$ cat src/verilog/id_auth_pkg.sv
// constants shared by the identity authentication command handler
`default_nettype none
package id_auth_pkg;
    // link framing bytes
    localparam logic [7:0]   START_OF_HEADER_BYTE = 8'h01;
    localparam logic [7:0]   START_OF_DATA_BYTE   = 8'h81;
    localparam logic [7:0]   END_OF_PACKET_BYTE   = 8'h03;
    localparam logic [7:0]   CMD_AUTH             = 8'h30;
    localparam logic [15:0]  CMD_AUTH_LENGTH      = 16'h0011;
    localparam logic [15:0]  RESPONSE_LENGTH      = 16'h000a;
    localparam int           RESPONSE_BYTES       = 15;
    localparam int           ID_BYTES             = 16;
    // result byte values
    localparam logic [7:0]   RESULT_OK            = 8'h30;
    localparam logic [7:0]   RESULT_ERR           = 8'hb0;
    // status codes
    localparam logic [7:0]   STS_OK               = 8'h00;
    localparam logic [7:0]   STS_PACKET_ERR       = 8'hc1;
    localparam logic [7:0]   STS_CHECKSUM_ERR     = 8'hc2;
    localparam logic [7:0]   STS_ACCEPT_ERR       = 8'hc3;
    localparam logic [7:0]   STS_SERIAL_DIS_ERR   = 8'hc4;
    localparam logic [7:0]   STS_ID_MISMATCH_ERR  = 8'hc5;
    localparam logic [7:0]   STS_PROTECT_ERR      = 8'hc6;
    localparam logic [7:0]   STS_FLASH_ACCESS_ERR = 8'hc7;
    localparam logic [31:0]  UNUSED_CODE          = 32'h0fffffff;
    localparam logic [127:0] ERASE_KEYWORD        = 128'h414c6552_415345ff_ffffffff_ffffffff;
    // register map
    localparam logic [7:0]   CTRL_OFFSET          = 8'h00;
    localparam logic [7:0]   STATUS_OFFSET        = 8'h04;
    localparam int           CTRL_ENABLE_BIT      = 0;
    localparam logic         CTRL_ENABLE_RESET    = 1'b1;
    localparam int           STAT_LOCKED_BIT      = 0;
    localparam int           STAT_AUTH_BIT        = 1;
    localparam int           STAT_BUSY_BIT        = 2;
    localparam int           STAT_STS_LSB         = 8;
endpackage : id_auth_pkg
`default_nettype wire

$ cat src/verilog/id_auth_erase_cmd_handler.sv
// identity authentication and erase command handler with apb registers
//
// Local design decisions: the address map and the APB register port.
`default_nettype none
//
// Operation
// - drop link bytes until a start-of-header byte opens a packet
// - missing end byte answers packet error
// - checksum mismatch answers checksum error
// - wrong length bytes answer packet error
// - any framing or acceptance error skips processing, flash untouched, wait again
// - no stored identity or already authenticated answers acceptance error
// - stored identity top bit zero answers serial disable error, no flash access
// - after a fatal error ignore every command and stay silent
// - compare identities unless bit 126 is set and keyword received
// - identity mismatch answers mismatch error, flash untouched
// - identity match answers ok and opens command acceptance
// - any permanent protect bit on erase path answers protection error
// - serial protect bit zero on erase path answers protection error
// - failed erase answers flash access error
// - good erase answers ok and opens command acceptance
// - ok packet carries fixed framing, length, result and status bytes
// - error packet uses same framing with error result and status fields
// - flash error gives flash status, address only when disclosed
module id_auth_erase_cmd_handler
    import id_auth_pkg::*;
#(
    parameter int PROT_W = 8
) (
    input  wire logic                pclk,
    input  wire logic                presetn,
    input  wire logic                psel,
    input  wire logic                penable,
    input  wire logic                pwrite,
    input  wire logic [7:0]          paddr,
    input  wire logic [31:0]         pwdata,
    output logic      [31:0]         prdata,
    output logic                     pready,
    output logic                     pslverr,
    input  wire logic                rx_valid,
    input  wire logic [7:0]          rx_data,
    output logic                     tx_valid,
    output logic [7:0]               tx_data,
    input  wire logic                tx_ready,
    input  wire logic [127:0]        stored_id,
    input  wire logic [PROT_W-1:0]   permanent_protect,
    input  wire logic                serial_program_protect_bit,
    output logic                     erase_req,
    input  wire logic                erase_done,
    input  wire logic                erase_fail,
    input  wire logic [31:0]         flash_status,
    input  wire logic [31:0]         fail_addr,
    input  wire logic                fail_addr_disclosed
);
    import id_auth_pkg::*;

    // decision sequencing states
    typedef enum {S_WAIT, S_ERASE, S_SEND} state_type;

    state_type   st_q, st_d;
    logic        en_q, en_d;
    logic        locked_q, locked_d;
    logic        auth_q, auth_d;
    logic        erase_q, erase_d;
    logic        start_q, start_d;
    logic [7:0]  res_q, res_d, sts_q, sts_d;
    logic [31:0] det_q, det_d, adr_q, adr_d;
    logic [31:0] prdata_q, prdata_d;
    logic        slverr_q, slverr_d;

    logic         pkt_done, etx_bad, sum_bad, len_bad;
    logic [7:0]   cmd_code;
    logic [127:0] id_field;
    logic         tx_busy;
    logic         listen;
    logic         frame_err;
    logic         no_id;
    logic         keyword_path;

    // bytes arriving while busy or locked are simply dropped
    assign listen = en_q && !locked_q && (st_q == S_WAIT);

    // link receive side
    cmd_packet_framer u_framer (
        .pclk     (pclk),
        .presetn  (presetn),
        .enable   (listen),
        .rx_valid (rx_valid),
        .rx_data  (rx_data),
        .pkt_done (pkt_done),
        .etx_bad  (etx_bad),
        .sum_bad  (sum_bad),
        .len_bad  (len_bad),
        .cmd_code (cmd_code),
        .id_field (id_field)
    );

    // link transmit side
    status_packet_sender u_sender (
        .pclk     (pclk),
        .presetn  (presetn),
        .start    (start_q),
        .result   (res_q),
        .status   (sts_q),
        .detail   (det_q),
        .address  (adr_q),
        .busy     (tx_busy),
        .tx_valid (tx_valid),
        .tx_data  (tx_data),
        .tx_ready (tx_ready)
    );

    assign frame_err    = etx_bad || sum_bad || len_bad;
    assign no_id        = (stored_id == {128{1'b1}});
    assign keyword_path = stored_id[126] && (id_field == ERASE_KEYWORD);

    // command decision and response sequencing
    always_comb begin
        st_d     = st_q;
        locked_d = locked_q;
        auth_d   = auth_q;
        erase_d  = erase_q;
        start_d  = 1'b0;
        res_d    = res_q;
        sts_d    = sts_q;
        det_d    = det_q;
        adr_d    = adr_q;
        case (st_q)
            S_WAIT: begin
                if (pkt_done && listen) begin
                    res_d   = RESULT_ERR;
                    det_d   = UNUSED_CODE;
                    adr_d   = UNUSED_CODE;
                    start_d = 1'b1;
                    st_d    = S_SEND;
                    if (etx_bad) begin
                        sts_d = STS_PACKET_ERR;
                    end else if (sum_bad) begin
                        sts_d = STS_CHECKSUM_ERR;
                    end else if (len_bad) begin
                        sts_d = STS_PACKET_ERR;
                    end else if (no_id || auth_q) begin
                        sts_d = STS_ACCEPT_ERR;
                    end else if (!stored_id[127]) begin
                        sts_d    = STS_SERIAL_DIS_ERR;
                        locked_d = 1'b1;
                    end else if (!keyword_path) begin
                        if (id_field != stored_id) begin
                            sts_d    = STS_ID_MISMATCH_ERR;
                            locked_d = 1'b1;
                        end else begin
                            res_d  = RESULT_OK;
                            sts_d  = STS_OK;
                            auth_d = 1'b1;
                        end
                    end else if (|permanent_protect) begin
                        sts_d    = STS_PROTECT_ERR;
                        locked_d = 1'b1;
                    end else if (!serial_program_protect_bit) begin
                        sts_d    = STS_PROTECT_ERR;
                        locked_d = 1'b1;
                    end else begin
                        start_d = 1'b0;
                        erase_d = 1'b1;
                        st_d    = S_ERASE;
                    end
                end
            end
            S_ERASE: begin
                if (erase_done) begin
                    erase_d = 1'b0;
                    start_d = 1'b1;
                    st_d    = S_SEND;
                    if (erase_fail) begin
                        res_d    = RESULT_ERR;
                        sts_d    = STS_FLASH_ACCESS_ERR;
                        det_d    = flash_status;
                        adr_d    = fail_addr_disclosed ? fail_addr : UNUSED_CODE;
                        locked_d = 1'b1;
                    end else begin
                        res_d  = RESULT_OK;
                        sts_d  = STS_OK;
                        auth_d = 1'b1;
                    end
                end
            end
            S_SEND: begin
                if (!start_q && !tx_busy) begin
                    st_d = S_WAIT;
                end
            end
            default: st_d = S_WAIT;
        endcase
    end

    always_ff @(posedge pclk or negedge presetn) begin
        if (!presetn) begin
            st_q     <= S_WAIT;
            locked_q <= 1'b0;
            auth_q   <= 1'b0;
            erase_q  <= 1'b0;
            start_q  <= 1'b0;
            res_q    <= RESULT_OK;
            sts_q    <= STS_OK;
            det_q    <= UNUSED_CODE;
            adr_q    <= UNUSED_CODE;
        end else begin
            st_q     <= st_d;
            locked_q <= locked_d;
            auth_q   <= auth_d;
            erase_q  <= erase_d;
            start_q  <= start_d;
            res_q    <= res_d;
            sts_q    <= sts_d;
            det_q    <= det_d;
            adr_q    <= adr_d;
        end
    end

    // held until the sequencer ends
    assign erase_req = erase_q;

    // apb slave, zero wait states
    always_comb begin
        en_d     = en_q;
        prdata_d = prdata_q;
        slverr_d = 1'b0;
        if (psel && !penable) begin
            prdata_d = 32'h0;
            case (paddr)
                CTRL_OFFSET: begin
                    prdata_d[CTRL_ENABLE_BIT] = en_q;
                end
                STATUS_OFFSET: begin
                    prdata_d[STAT_LOCKED_BIT]              = locked_q;
                    prdata_d[STAT_AUTH_BIT]                = auth_q;
                    prdata_d[STAT_BUSY_BIT]                = (st_q != S_WAIT);
                    prdata_d[STAT_STS_LSB +: 8]            = sts_q;
                end
                default: slverr_d = 1'b1;
            endcase
        end else if (psel && penable) begin
            slverr_d = slverr_q;
            if (pwrite && (paddr == CTRL_OFFSET)) begin
                en_d = pwdata[CTRL_ENABLE_BIT];
            end
        end
    end

    always_ff @(posedge pclk or negedge presetn) begin
        if (!presetn) begin
            en_q     <= CTRL_ENABLE_RESET;
            prdata_q <= 32'h0;
            slverr_q <= 1'b0;
        end else begin
            en_q     <= en_d;
            prdata_q <= prdata_d;
            slverr_q <= slverr_d;
        end
    end

    // slave outputs
    assign pready  = 1'b1;
    assign prdata  = prdata_q;
    assign pslverr = psel && penable && slverr_q;
endmodule : id_auth_erase_cmd_handler
`default_nettype wire

$ cat src/verilog/cmd_packet_framer.sv
// receive framer for command packets on the byte link
`default_nettype none
module cmd_packet_framer
    import id_auth_pkg::*;
(
    input  wire logic         pclk,
    input  wire logic         presetn,
    input  wire logic         enable,
    input  wire logic         rx_valid,
    input  wire logic [7:0]   rx_data,
    output logic              pkt_done,
    output logic              etx_bad,
    output logic              sum_bad,
    output logic              len_bad,
    output logic [7:0]        cmd_code,
    output logic [127:0]      id_field
);
    typedef enum {F_IDLE, F_LNH, F_LNL, F_BODY, F_SUM, F_ETX} fstate_type;

    fstate_type   st_q, st_d;
    logic [15:0]  len_q, len_d, left_q, left_d;
    logic [7:0]   acc_q, acc_d, cmd_q, cmd_d;
    logic [127:0] id_q, id_d;
    logic         first_q, first_d, sbad_q, sbad_d;
    logic         done_q, done_d, ebad_q, ebad_d;

    always_comb begin
        st_d    = st_q;
        len_d   = len_q;
        left_d  = left_q;
        acc_d   = acc_q;
        cmd_d   = cmd_q;
        id_d    = id_q;
        first_d = first_q;
        sbad_d  = sbad_q;
        done_d  = 1'b0;
        ebad_d  = ebad_q;
        if (!enable) begin
            st_d = F_IDLE;
        end else if (rx_valid) begin
            case (st_q)
                F_IDLE: begin
                    if (rx_data == START_OF_HEADER_BYTE) begin
                        st_d  = F_LNH;
                        acc_d = 8'h00;
                    end
                end
                F_LNH: begin
                    len_d[15:8] = rx_data;
                    acc_d       = acc_q + rx_data;
                    st_d        = F_LNL;
                end
                F_LNL: begin
                    len_d   = {len_q[15:8], rx_data};
                    left_d  = {len_q[15:8], rx_data};
                    acc_d   = acc_q + rx_data;
                    first_d = 1'b1;
                    st_d    = ({len_q[15:8], rx_data} == 16'h0000) ? F_SUM : F_BODY;
                end
                F_BODY: begin
                    acc_d   = acc_q + rx_data;
                    first_d = 1'b0;
                    if (first_q) begin
                        cmd_d = rx_data;
                    end else begin
                        id_d = {id_q[119:0], rx_data};
                    end
                    left_d = left_q - 16'h0001;
                    if (left_q == 16'h0001) begin
                        st_d = F_SUM;
                    end
                end
                F_SUM: begin
                    sbad_d = (8'(acc_q + rx_data) != 8'h00);
                    st_d   = F_ETX;
                end
                F_ETX: begin
                    ebad_d = (rx_data != END_OF_PACKET_BYTE);
                    done_d = 1'b1;
                    st_d   = F_IDLE;
                end
                default: st_d = F_IDLE;
            endcase
        end
    end

    always_ff @(posedge pclk or negedge presetn) begin
        if (!presetn) begin
            st_q    <= F_IDLE;
            len_q   <= 16'h0000;
            left_q  <= 16'h0000;
            acc_q   <= 8'h00;
            cmd_q   <= 8'h00;
            id_q    <= 128'h0;
            first_q <= 1'b0;
            sbad_q  <= 1'b0;
            done_q  <= 1'b0;
            ebad_q  <= 1'b0;
        end else begin
            st_q    <= st_d;
            len_q   <= len_d;
            left_q  <= left_d;
            acc_q   <= acc_d;
            cmd_q   <= cmd_d;
            id_q    <= id_d;
            first_q <= first_d;
            sbad_q  <= sbad_d;
            done_q  <= done_d;
            ebad_q  <= ebad_d;
        end
    end

    assign pkt_done = done_q;
    assign etx_bad  = ebad_q;
    assign sum_bad  = sbad_q;
    // zero length breaks the general format, anything else the command's
    assign len_bad  = (len_q == 16'h0000) || (len_q != CMD_AUTH_LENGTH);
    assign cmd_code = cmd_q;
    assign id_field = id_q;
endmodule : cmd_packet_framer
`default_nettype wire

$ cat src/verilog/status_packet_sender.sv
// builds and sends one status data packet on the byte link
`default_nettype none
module status_packet_sender
    import id_auth_pkg::*;
(
    input  wire logic        pclk,
    input  wire logic        presetn,
    input  wire logic        start,
    input  wire logic [7:0]  result,
    input  wire logic [7:0]  status,
    input  wire logic [31:0] detail,
    input  wire logic [31:0] address,
    output logic             busy,
    output logic             tx_valid,
    output logic [7:0]       tx_data,
    input  wire logic        tx_ready
);
    logic [3:0]  idx_q, idx_d;
    logic [7:0]  acc_q, acc_d, byte_q, byte_d;
    logic        busy_q, busy_d;
    logic [95:0] body_q, body_d;

    always_comb begin
        idx_d  = idx_q;
        acc_d  = acc_q;
        byte_d = byte_q;
        busy_d = busy_q;
        body_d = body_q;
        if (!busy_q && start) begin
            busy_d = 1'b1;
            idx_d  = 4'd0;
            acc_d  = 8'h00;
            byte_d = START_OF_DATA_BYTE;
            body_d = {RESPONSE_LENGTH, result, status, detail, address};
        end else if (busy_q && tx_ready) begin
            idx_d = idx_q + 4'd1;
            if (idx_q != 4'd0) begin
                acc_d = acc_q + byte_q;
            end
            if (idx_q < 4'd12) begin
                byte_d = body_q[95:88];
                body_d = {body_q[87:0], 8'h00};
            end else if (idx_q == 4'd12) begin
                byte_d = 8'(8'h00 - acc_q - byte_q);
            end else if (idx_q == 4'd13) begin
                byte_d = END_OF_PACKET_BYTE;
            end else begin
                busy_d = 1'b0;
            end
        end
    end

    always_ff @(posedge pclk or negedge presetn) begin
        if (!presetn) begin
            idx_q  <= 4'd0;
            acc_q  <= 8'h00;
            byte_q <= 8'h00;
            busy_q <= 1'b0;
            body_q <= 96'h0;
        end else begin
            idx_q  <= idx_d;
            acc_q  <= acc_d;
            byte_q <= byte_d;
            busy_q <= busy_d;
            body_q <= body_d;
        end
    end

    assign busy     = busy_q;
    assign tx_valid = busy_q;
    assign tx_data  = byte_q;
endmodule : status_packet_sender
`default_nettype wire

$ cat config.mk
export PLATFORM = sky130hd
export DESIGN_NAME = id_auth_erase_cmd_handler
export DESIGN_NICKNAME = d
export VERILOG_FILES = /design/src/verilog/id_auth_pkg.sv /design/src/verilog/id_auth_erase_cmd_handler.sv /design/src/verilog/cmd_packet_framer.sv /design/src/verilog/status_packet_sender.sv
export SDC_FILE = /design/constraint.sdc
export NUM_CORES = 1
export LEC_CHECK = 0
export ABC_CLOCK_PERIOD_IN_PS = 2500
export BUFFER_PORTS_ARGS = -buffer_cell sky130_fd_sc_hd__buf_2
export CAP_MARGIN = 0
export CORE_MARGIN = 2
export CORE_UTILIZATION = 52
export DETAILED_ROUTE_END_ITERATION = 8
export GPL_TIMING_DRIVEN = 0
export HOLD_SLACK_MARGIN = 0.12
export PLACE_DENSITY = 0.76
export SKIP_LAST_GASP = 1
export SLEW_MARGIN = 20
export SYNTH_ARGS = -nofsm -noshare
export SYNTH_HDL_FRONTEND = slang
export SYNTH_SLANG_ARGS = --single-unit
$ cat constraint.sdc
create_clock -name pclk -period 2.5 [get_ports pclk]
set_clock_uncertainty 0.15 [all_clocks]
set_input_delay 0.25 -clock pclk [delete_from_list [all_inputs] [get_ports pclk]]
set_output_delay 0.25 -clock pclk [all_outputs]
set_load 0.01 [all_outputs]
Word-level counts from Yosys, hierarchy flattened
Cells that the tools add are included.
{"block": "totals", "elab_cells": 262, "register_bits": 450, "inputBits": 259, "out_inout_bits": 44}
{"block": "op_classes", "add_sub_neg": 6, "bitwise_logic": 2, "n_mux": 127, "n_lt_le_gt_ge": 1, "n_eq_ne": 43, "reduce_logical": 56}
{"operator": "$mux 32", "n": 13}
{"operator": "$mux 96", "n": 3}
{"operator": "$mux 8", "n": 32}
{"operator": "$pmux 32 s5", "n": 1}
{"operator": "$eq 128x127->1 const B", "n": 1}
{"operator": "$eq 128x128->1 const B", "n": 1}
{"operator": "$ne 128x128->1", "n": 1}
{"operator": "$pmux 32 s2", "n": 2}
{"operator": "$eq 32x2->1 const B", "n": 3}
{"operator": "$logic_not 32->1", "n": 3}
{"operator": "$pmux 32 s3", "n": 1}
{"operator": "$eq 32x1->1 const B", "n": 2}
{"operator": "$eq 32x3->1 const B", "n": 2}
{"operator": "$mux 1", "n": 53}
{"operator": "$pmux 8 s2", "n": 3}
{"operator": "$ne 2x2->1 const B", "n": 17}
{"operator": "$logic_not 16->1", "n": 2}
{"operator": "$pmux 16 s2", "n": 1}
{"operator": "$reduce_bool 32->1", "n": 1}
{"operator": "$reduce_and 3->1", "n": 9}
{"operator": "$reduce_and 11->1", "n": 2}
{"operator": "$reduce_and 4->1", "n": 5}
{"operator": "$mux 2", "n": 9}
{"operator": "$add 8x8->8", "n": 2}
{"operator": "other kinds (32)", "n": 66}

Longest topological paths before layout
{"block": "depth", "ltp_word": 10, "depth_mapped": 11, "mapped_depth_nobuf": 11}

Modules after synthesis
A second synthesis with hierarchy kept.
{"block": "unflattened", "cells_unflattened": 1809, "hier_area_um2": 19125.8}
{"mod": "cmd_packet_framer", "cells_each": 553, "instances": 1, "seq_area_each_um2": 4579.4, "area_each_um2": 7672.4}
{"mod": "status_packet_sender", "cells_each": 685, "instances": 1, "seq_area_each_um2": 2927.8, "area_each_um2": 5835.6}
{"mod": "id_auth_erase_cmd_handler", "cells_each": 571, "instances": 1, "seq_area_each_um2": 2173.3, "area_each_um2": 5617.9}

Worst setup path before layout
Ideal clock, no wire load.
{"block": "synth_timing", "path_kind": "reg-to-reg", "from": "reg u_sender.byte_q[1] (netlist: u_sender.tx_data[1])", "to": "reg u_sender.byte_q[7] (netlist: u_sender.tx_data[7])", "period_less_slack_ps": 2643, "n_path_buf": 0, "setup_time_ps": 86, "required_ps": 2264, "slack_ps": -143, "path_stages_with_launch": 12, "t_arrival_ps": 2407, "cell_sequence": "dfrtp_1 ha_1 inv_1 ha_1 fa_1 a21o_1 a21oi_1 o21bai_1 a21oi_1 xnor2_1 nand4_1 a32oi_1"}
{"block": "synth_between", "elab_chain_len": 5}
{"item": "from (decl)", "line_no": "status_packet_sender.sv:19", "text": "logic [7:0] acc_q, acc_d, byte_q, byte_d;"}
{"item": "from (signal assigned)", "line_no": "status_packet_sender.sv:63", "text": "byte_q <= byte_d;"}
{"item": "$sub 8x8->8", "line_no": "status_packet_sender.sv:44", "text": "byte_d = 8'(8'h00 - acc_q - byte_q);"}
{"item": "$mux 8", "line_no": "status_packet_sender.sv:43", "text": "end else if (idx_q == 4'd12) begin"}
{"item": "$mux 8", "line_no": "status_packet_sender.sv:40", "text": "if (idx_q < 4'd12) begin"}
{"item": "$mux 8", "line_no": "status_packet_sender.sv:35", "text": "end else if (busy_q && tx_ready) begin"}
{"item": "$mux 8", "line_no": "status_packet_sender.sv:29", "text": "if (!busy_q && start) begin"}
Every way passes these cells. The select of a mux whose other input is x is not followed.
A chain may end at the register's enable or synchronous reset.

Final worst setup path
{"block": "layout_timing", "from": "reg u_framer.id_q[71] (netlist: u_framer.id_field[71])", "to": "reg sts_q[0]"}
{"block": "layout_between", "elab_chain_len": 10, "word_cells_on_any_way": 14, "classes_between": "eq/ne (3); mux (9); reduce/logical (2)"}
{"item": "from (decl)", "line_no": "cmd_packet_framer.sv:23", "text": "logic [127:0] id_q, id_d;"}
{"item": "from (signal assigned)", "line_no": "cmd_packet_framer.sv:105", "text": "id_q <= id_d;"}
{"item": "$ne 128x128->1 or $eq 128x127->1 (tied branches)", "line_no": "id_auth_erase_cmd_handler.sv:148, id_auth_erase_cmd_handler.sv:115"}
{"item": "$mux 8 or $logic_and 1x1->1 (tied branches)", "line_no": "id_auth_erase_cmd_handler.sv:148, id_auth_erase_cmd_handler.sv:115"}
{"item": "$mux 8", "line_no": "id_auth_erase_cmd_handler.sv:147", "text": "end else if (!keyword_path) begin"}
{"item": "$mux 8", "line_no": "id_auth_erase_cmd_handler.sv:144", "text": "end else if (!stored_id[127]) begin"}
{"item": "$mux 8", "line_no": "id_auth_erase_cmd_handler.sv:142", "text": "end else if (no_id || auth_q) begin"}
{"item": "$mux 8", "line_no": "id_auth_erase_cmd_handler.sv:140", "text": "end else if (len_bad) begin"}
{"item": "$mux 8", "line_no": "id_auth_erase_cmd_handler.sv:138", "text": "end else if (sum_bad) begin"}
{"item": "$mux 8", "line_no": "id_auth_erase_cmd_handler.sv:136", "text": "if (etx_bad) begin"}
{"item": "$mux 8", "line_no": "id_auth_erase_cmd_handler.sv:130", "text": "if (pkt_done && listen) begin"}
{"item": "$pmux 8 s2", "line_no": "id_auth_erase_cmd_handler.sv:128", "text": "case (st_q)"}
{"item": "to (signal assigned)", "line_no": "id_auth_erase_cmd_handler.sv:214", "text": "sts_q <= sts_d;"}
{"item": "to (decl)", "line_no": "id_auth_erase_cmd_handler.sv:66", "text": "logic [7:0] res_q, res_d, sts_q, sts_d;"}
Several ways; a longest one is shown, not always the timed one. The select of a mux whose other input is x is not followed.

==> run summary <==
The run finished, with violations left. The final reports fail on negative setup slack. The mean number of vias per cell is 6.10. The top-level I/O count is between 300 and 400. The post-DP HPWL came out at 44300 µm. The standby leakage power is 0.0112 µW.

The highest ir drop seen on vdd came out at 0.00122 V. The global-route wire length before repair came out at 94900 µm. The number of detailed-route iterations in the first pass is 5. The total length of routed wires came out at 62500 µm. The worst setup path is of the flip-flop to flip-flop kind.

Data arrives at the worst endpoint at approximately 3.0 ns. The pre-CTS setup slack came out at -0.577 ns. The minimum setup slack in the final design came out at -0.175 ns.

The floorplan step set the die width to 194 µm. The die boundary height came out at 194 µm. In this run, the number of DRC markers left after iteration 0 of detailed routing was between 1500 and 2000. The final core utilization came out at 0.684. The worst register-to-register path ends at sts_q[0]. The signal on the critical path passes through xnor2_2 > nand4_1 > nor4_4 > nand4_1 > or4_4 > a2111oi_4 > o22ai_1. Measured against its own limit, the worst slew margin works out to 0.410. The via count of the first global-routing pass is about 17000. The average footprint of a synthesized cell came out at roughly 10 µm². The total count of max-transition violations in the final report is 0. Setup repair after global routing could not meet its margin everywhere. At the pin with the least slew margin, the transition time is 0.878 ns. The H-tree depth is 2. The DRC violation count after routing came out at 0. The remaining number of nets flagged by the antenna check after routing is 0. The floorplan step defined a core boundary enclosing 35600 µm². The most common cell after layout, fill and taps aside is dfrtp_1. The portion of the clock cycle consumed by the worst path in the final layout came out at 1.07. TritonCTS built the clock tree. After synthesis, the cell types taking the most area are dfrtp_1, dfstp_2, xnor2_1. The kind of cell adding the most delay to the critical path is simple AND/OR/NAND/NOR gates. The final layout net count is 2570.

The cell count after synthesis is 1829. For the worst flop-to-flop path, the logic depth is 7. The tree is rooted in a clkbuf_16. The count of final hold-check violations is 0. The async set-reset flop share out of synthesis is 1.00. The synthesized flop and latch total came out at approximately 380. Detailed routing inserted a total of between 15000 and 20000 vias. After detailed routing, the average wire length per cell comes to 22.6 µm. The area growth from synthesis to final layout is 29.3%. The post-synthesis cell area is 18800 µm². The clock period minus final worst setup slack came out at 2.67 ns. The number of enable-type register cells in the synthesized netlist is 0.

The insertion delay to the later sink of the worst-skew pair is 0.57 ns. The number of antenna violations at the first check in global routing is 1. 0 antenna diodes ended up in the layout. Setup violations remaining at the end of the flow were counted as 7. Of all nets on the critical path, the largest fanout is 4. In this run the core area contains 69 standard-cell rows. For this run, the leading register cell type out of synthesis is dfrtp_1.

The register clock-pin slew on the reported worst setup and hold paths came out at 0.06 ns. Following the worst setup path forward leads to its endpoint at sts_q[0]. The critical path depth is 7. The CTS buffer count came out at 42. The top-area cell type share of the netlist area came out at 0.424. The longest clock path from root to sink contains 3 buffers. The worst setup path is captured at a flip-flop. The power density over the cells came out at roughly 680 nW/µm². For this configuration, the core starts out at a cell density of 0.529. The delay contributed by the slowest stage of the critical path is 0.59 ns. The maximum number of pins on one net before global-route repair came out at between 90 and 100. The floorplan die area is 37700 µm².

The worst register-to-register path begins at u_framer.id_field[71]. The number of warnings issued by yosys is 0. The tightest min-delay check is of the primary input to flip-flop type.

The total power after layout came out at 16600 µW. For this design, the slowest cell found on the critical path is or4_4. The share of cells above drive strength 1 came out at 0.293. The highest clock frequency the design can meet came out at 374 MHz. Across the run, the number of max-cap violations was 0. dfrtp_1 takes more of the synthesized area than any other cell. The most critical setup path has its startpoint at u_framer.id_field[71]. The number of library cell types mapped by synthesis came out at 74.

The number of clock sinks is 376. The count of buffers added on input and output ports is ~250. In the layout the commonest cells are dfrtp_1, buf_2, nand2_1, nor2_1, nand4_1. The required time of the worst setup path came out at approximately 2.8 ns. The register area share after synthesis is 0.504. For this run, the total global-route usage over all layers was measured as 0.321. The leftover overflow at the end of global routing is 0. The setup check on the worst reg-to-reg path leaves a slack of -0.17 ns. By instance count, the cell type seen most on the critical path is nand4_1. The number of buffer and inverter instances along the worst setup path came out at 0. The type of element launching the critical path is a flip-flop. At the end of routability-driven placement, the weighted congestion stood at a little over 1.
worst min-delay path by stage:
stage	end	from	slack, ns	depth (start not counted)
3_5_place_dp	u_sender.acc_q[1]	presetn	0.08	1
6_report	prdata[2]	psel	0.16	5
3_3_place_gp	u_framer.first_q	u_framer.first_q	0.31	1
2_1_floorplan	adr_q[28]	presetn	-0.20	0
4_1_cts	prdata[2]	psel	0.16	5
5_1_grt	prdata[2]	psel	0.25	5
where the power goes:
group	internal (µW)	leakage [µW]	switching, µW	total, µW
registers	6400	0.00495	244	6640
clock network	3670	0.000713	2670	6340
logic	1530	0.00551	2080	3620
worst min-delay path, stage by stage:
cell	delay, ns
buf_2	0.11
nand2b_1	0.05
clkbuf_1	0.24
nand2_1	0.13
nand2_1	0.05
layout make-up:
| type | instances | area (µm²) |
|---|---|---|
| plain buffers | 112 | 666 |
| clock buffers | 55 | 1170 |
| clock inverters | 23 | 245 |
| fillers | 2653 | 11200 |
| inverters | 50 | 188 |
| multi-input cells | 1313 | 9290 |
| flip-flops and latches | 376 | 9500 |
| well taps | 461 | 577 |
| repair buffers | 381 | 2700 |
metrics by stage:
step	TNS, ns	hold WS (ns)	std cells	instance area, µm²
finish	-0.490	0.164	2771	24300
global route	-1.96	0.248	2771	24300
CTS	-0.551	0.159	2753	23600
detailed placement	-79.37	0.0760	2563	20900
global placement	-2232.73	0.306	2559	20700
floorplan	0	-0.196	1852	18900
sequential cells by signal (all words and copies together), names as in the netlist, 4 cells and up:
register and cells:
u_sender.idx_q 4, u_sender.body_q 96, u_framer.id_field 128, u_sender.acc_q 8
u_framer.left_q 16, u_framer.acc_q 8, u_framer.len_q 16, sts_q 4
prdata 7, det_q 32, adr_q 32, u_sender.tx_data 8
metal layers:
metal  routed length [µm]  GRT usage
met1                24800      0.421
met2                29500      0.526
met3                 5520     0.0666
met4                 2680      0.122
met5                   13          0
synth_stat cells, types with 10 or more instances:
library cell / n
o21ai_0: 50
clkbuf_1: 69
nor2_1: 130
a21oi_1: 75
nand2_1: 250
xnor2_1: 126
a22o_1: 20
a31oi_1: 67
nand2b_1: 12
inv_1: 50
dfrtp_1: 319
nor3_1: 15
buf_1: 12
o22ai_1: 10
buf_4: 26
nor4_1: 35
nand4_1: 113
o22a_1: 48
ha_1: 32
mux2_1: 61
nor2b_1: 13
nand3_1: 27
mux2_2: 78
dfstp_2: 57
kinds of logic (layout without fill, tap and decap cells):
logic type / count (synthesis) / count (layout) / share of synthesized area
buf+inv: 164 / 621 / 0.0384
flops: 376 / 376 / 0.504
simple gates: 651 / 652 / 0.170
other cells: 2 / 25 / 0.000399
fa+ha+maj: 35 / 35 / 0.0245
mux: 143 / 143 / 0.0853
compound gates: 327 / 327 / 0.117
xor+xnor: 131 / 131 / 0.0610
timing repair:
| action | CTS | global route |
|---|---|---|
| hold buffers | 92 | 0 |
| endpoints found under the setup margin | 232 | 238 |
| resized for setup | 56 | 144 |
| buffers inserted | 21 | 15 |
| pin swaps | 28 | 37 |
| gates cloned | 0 | 8 |
| hold endpoints to repair | 314 | 0 |
Power figures use the tool's default switching activity.
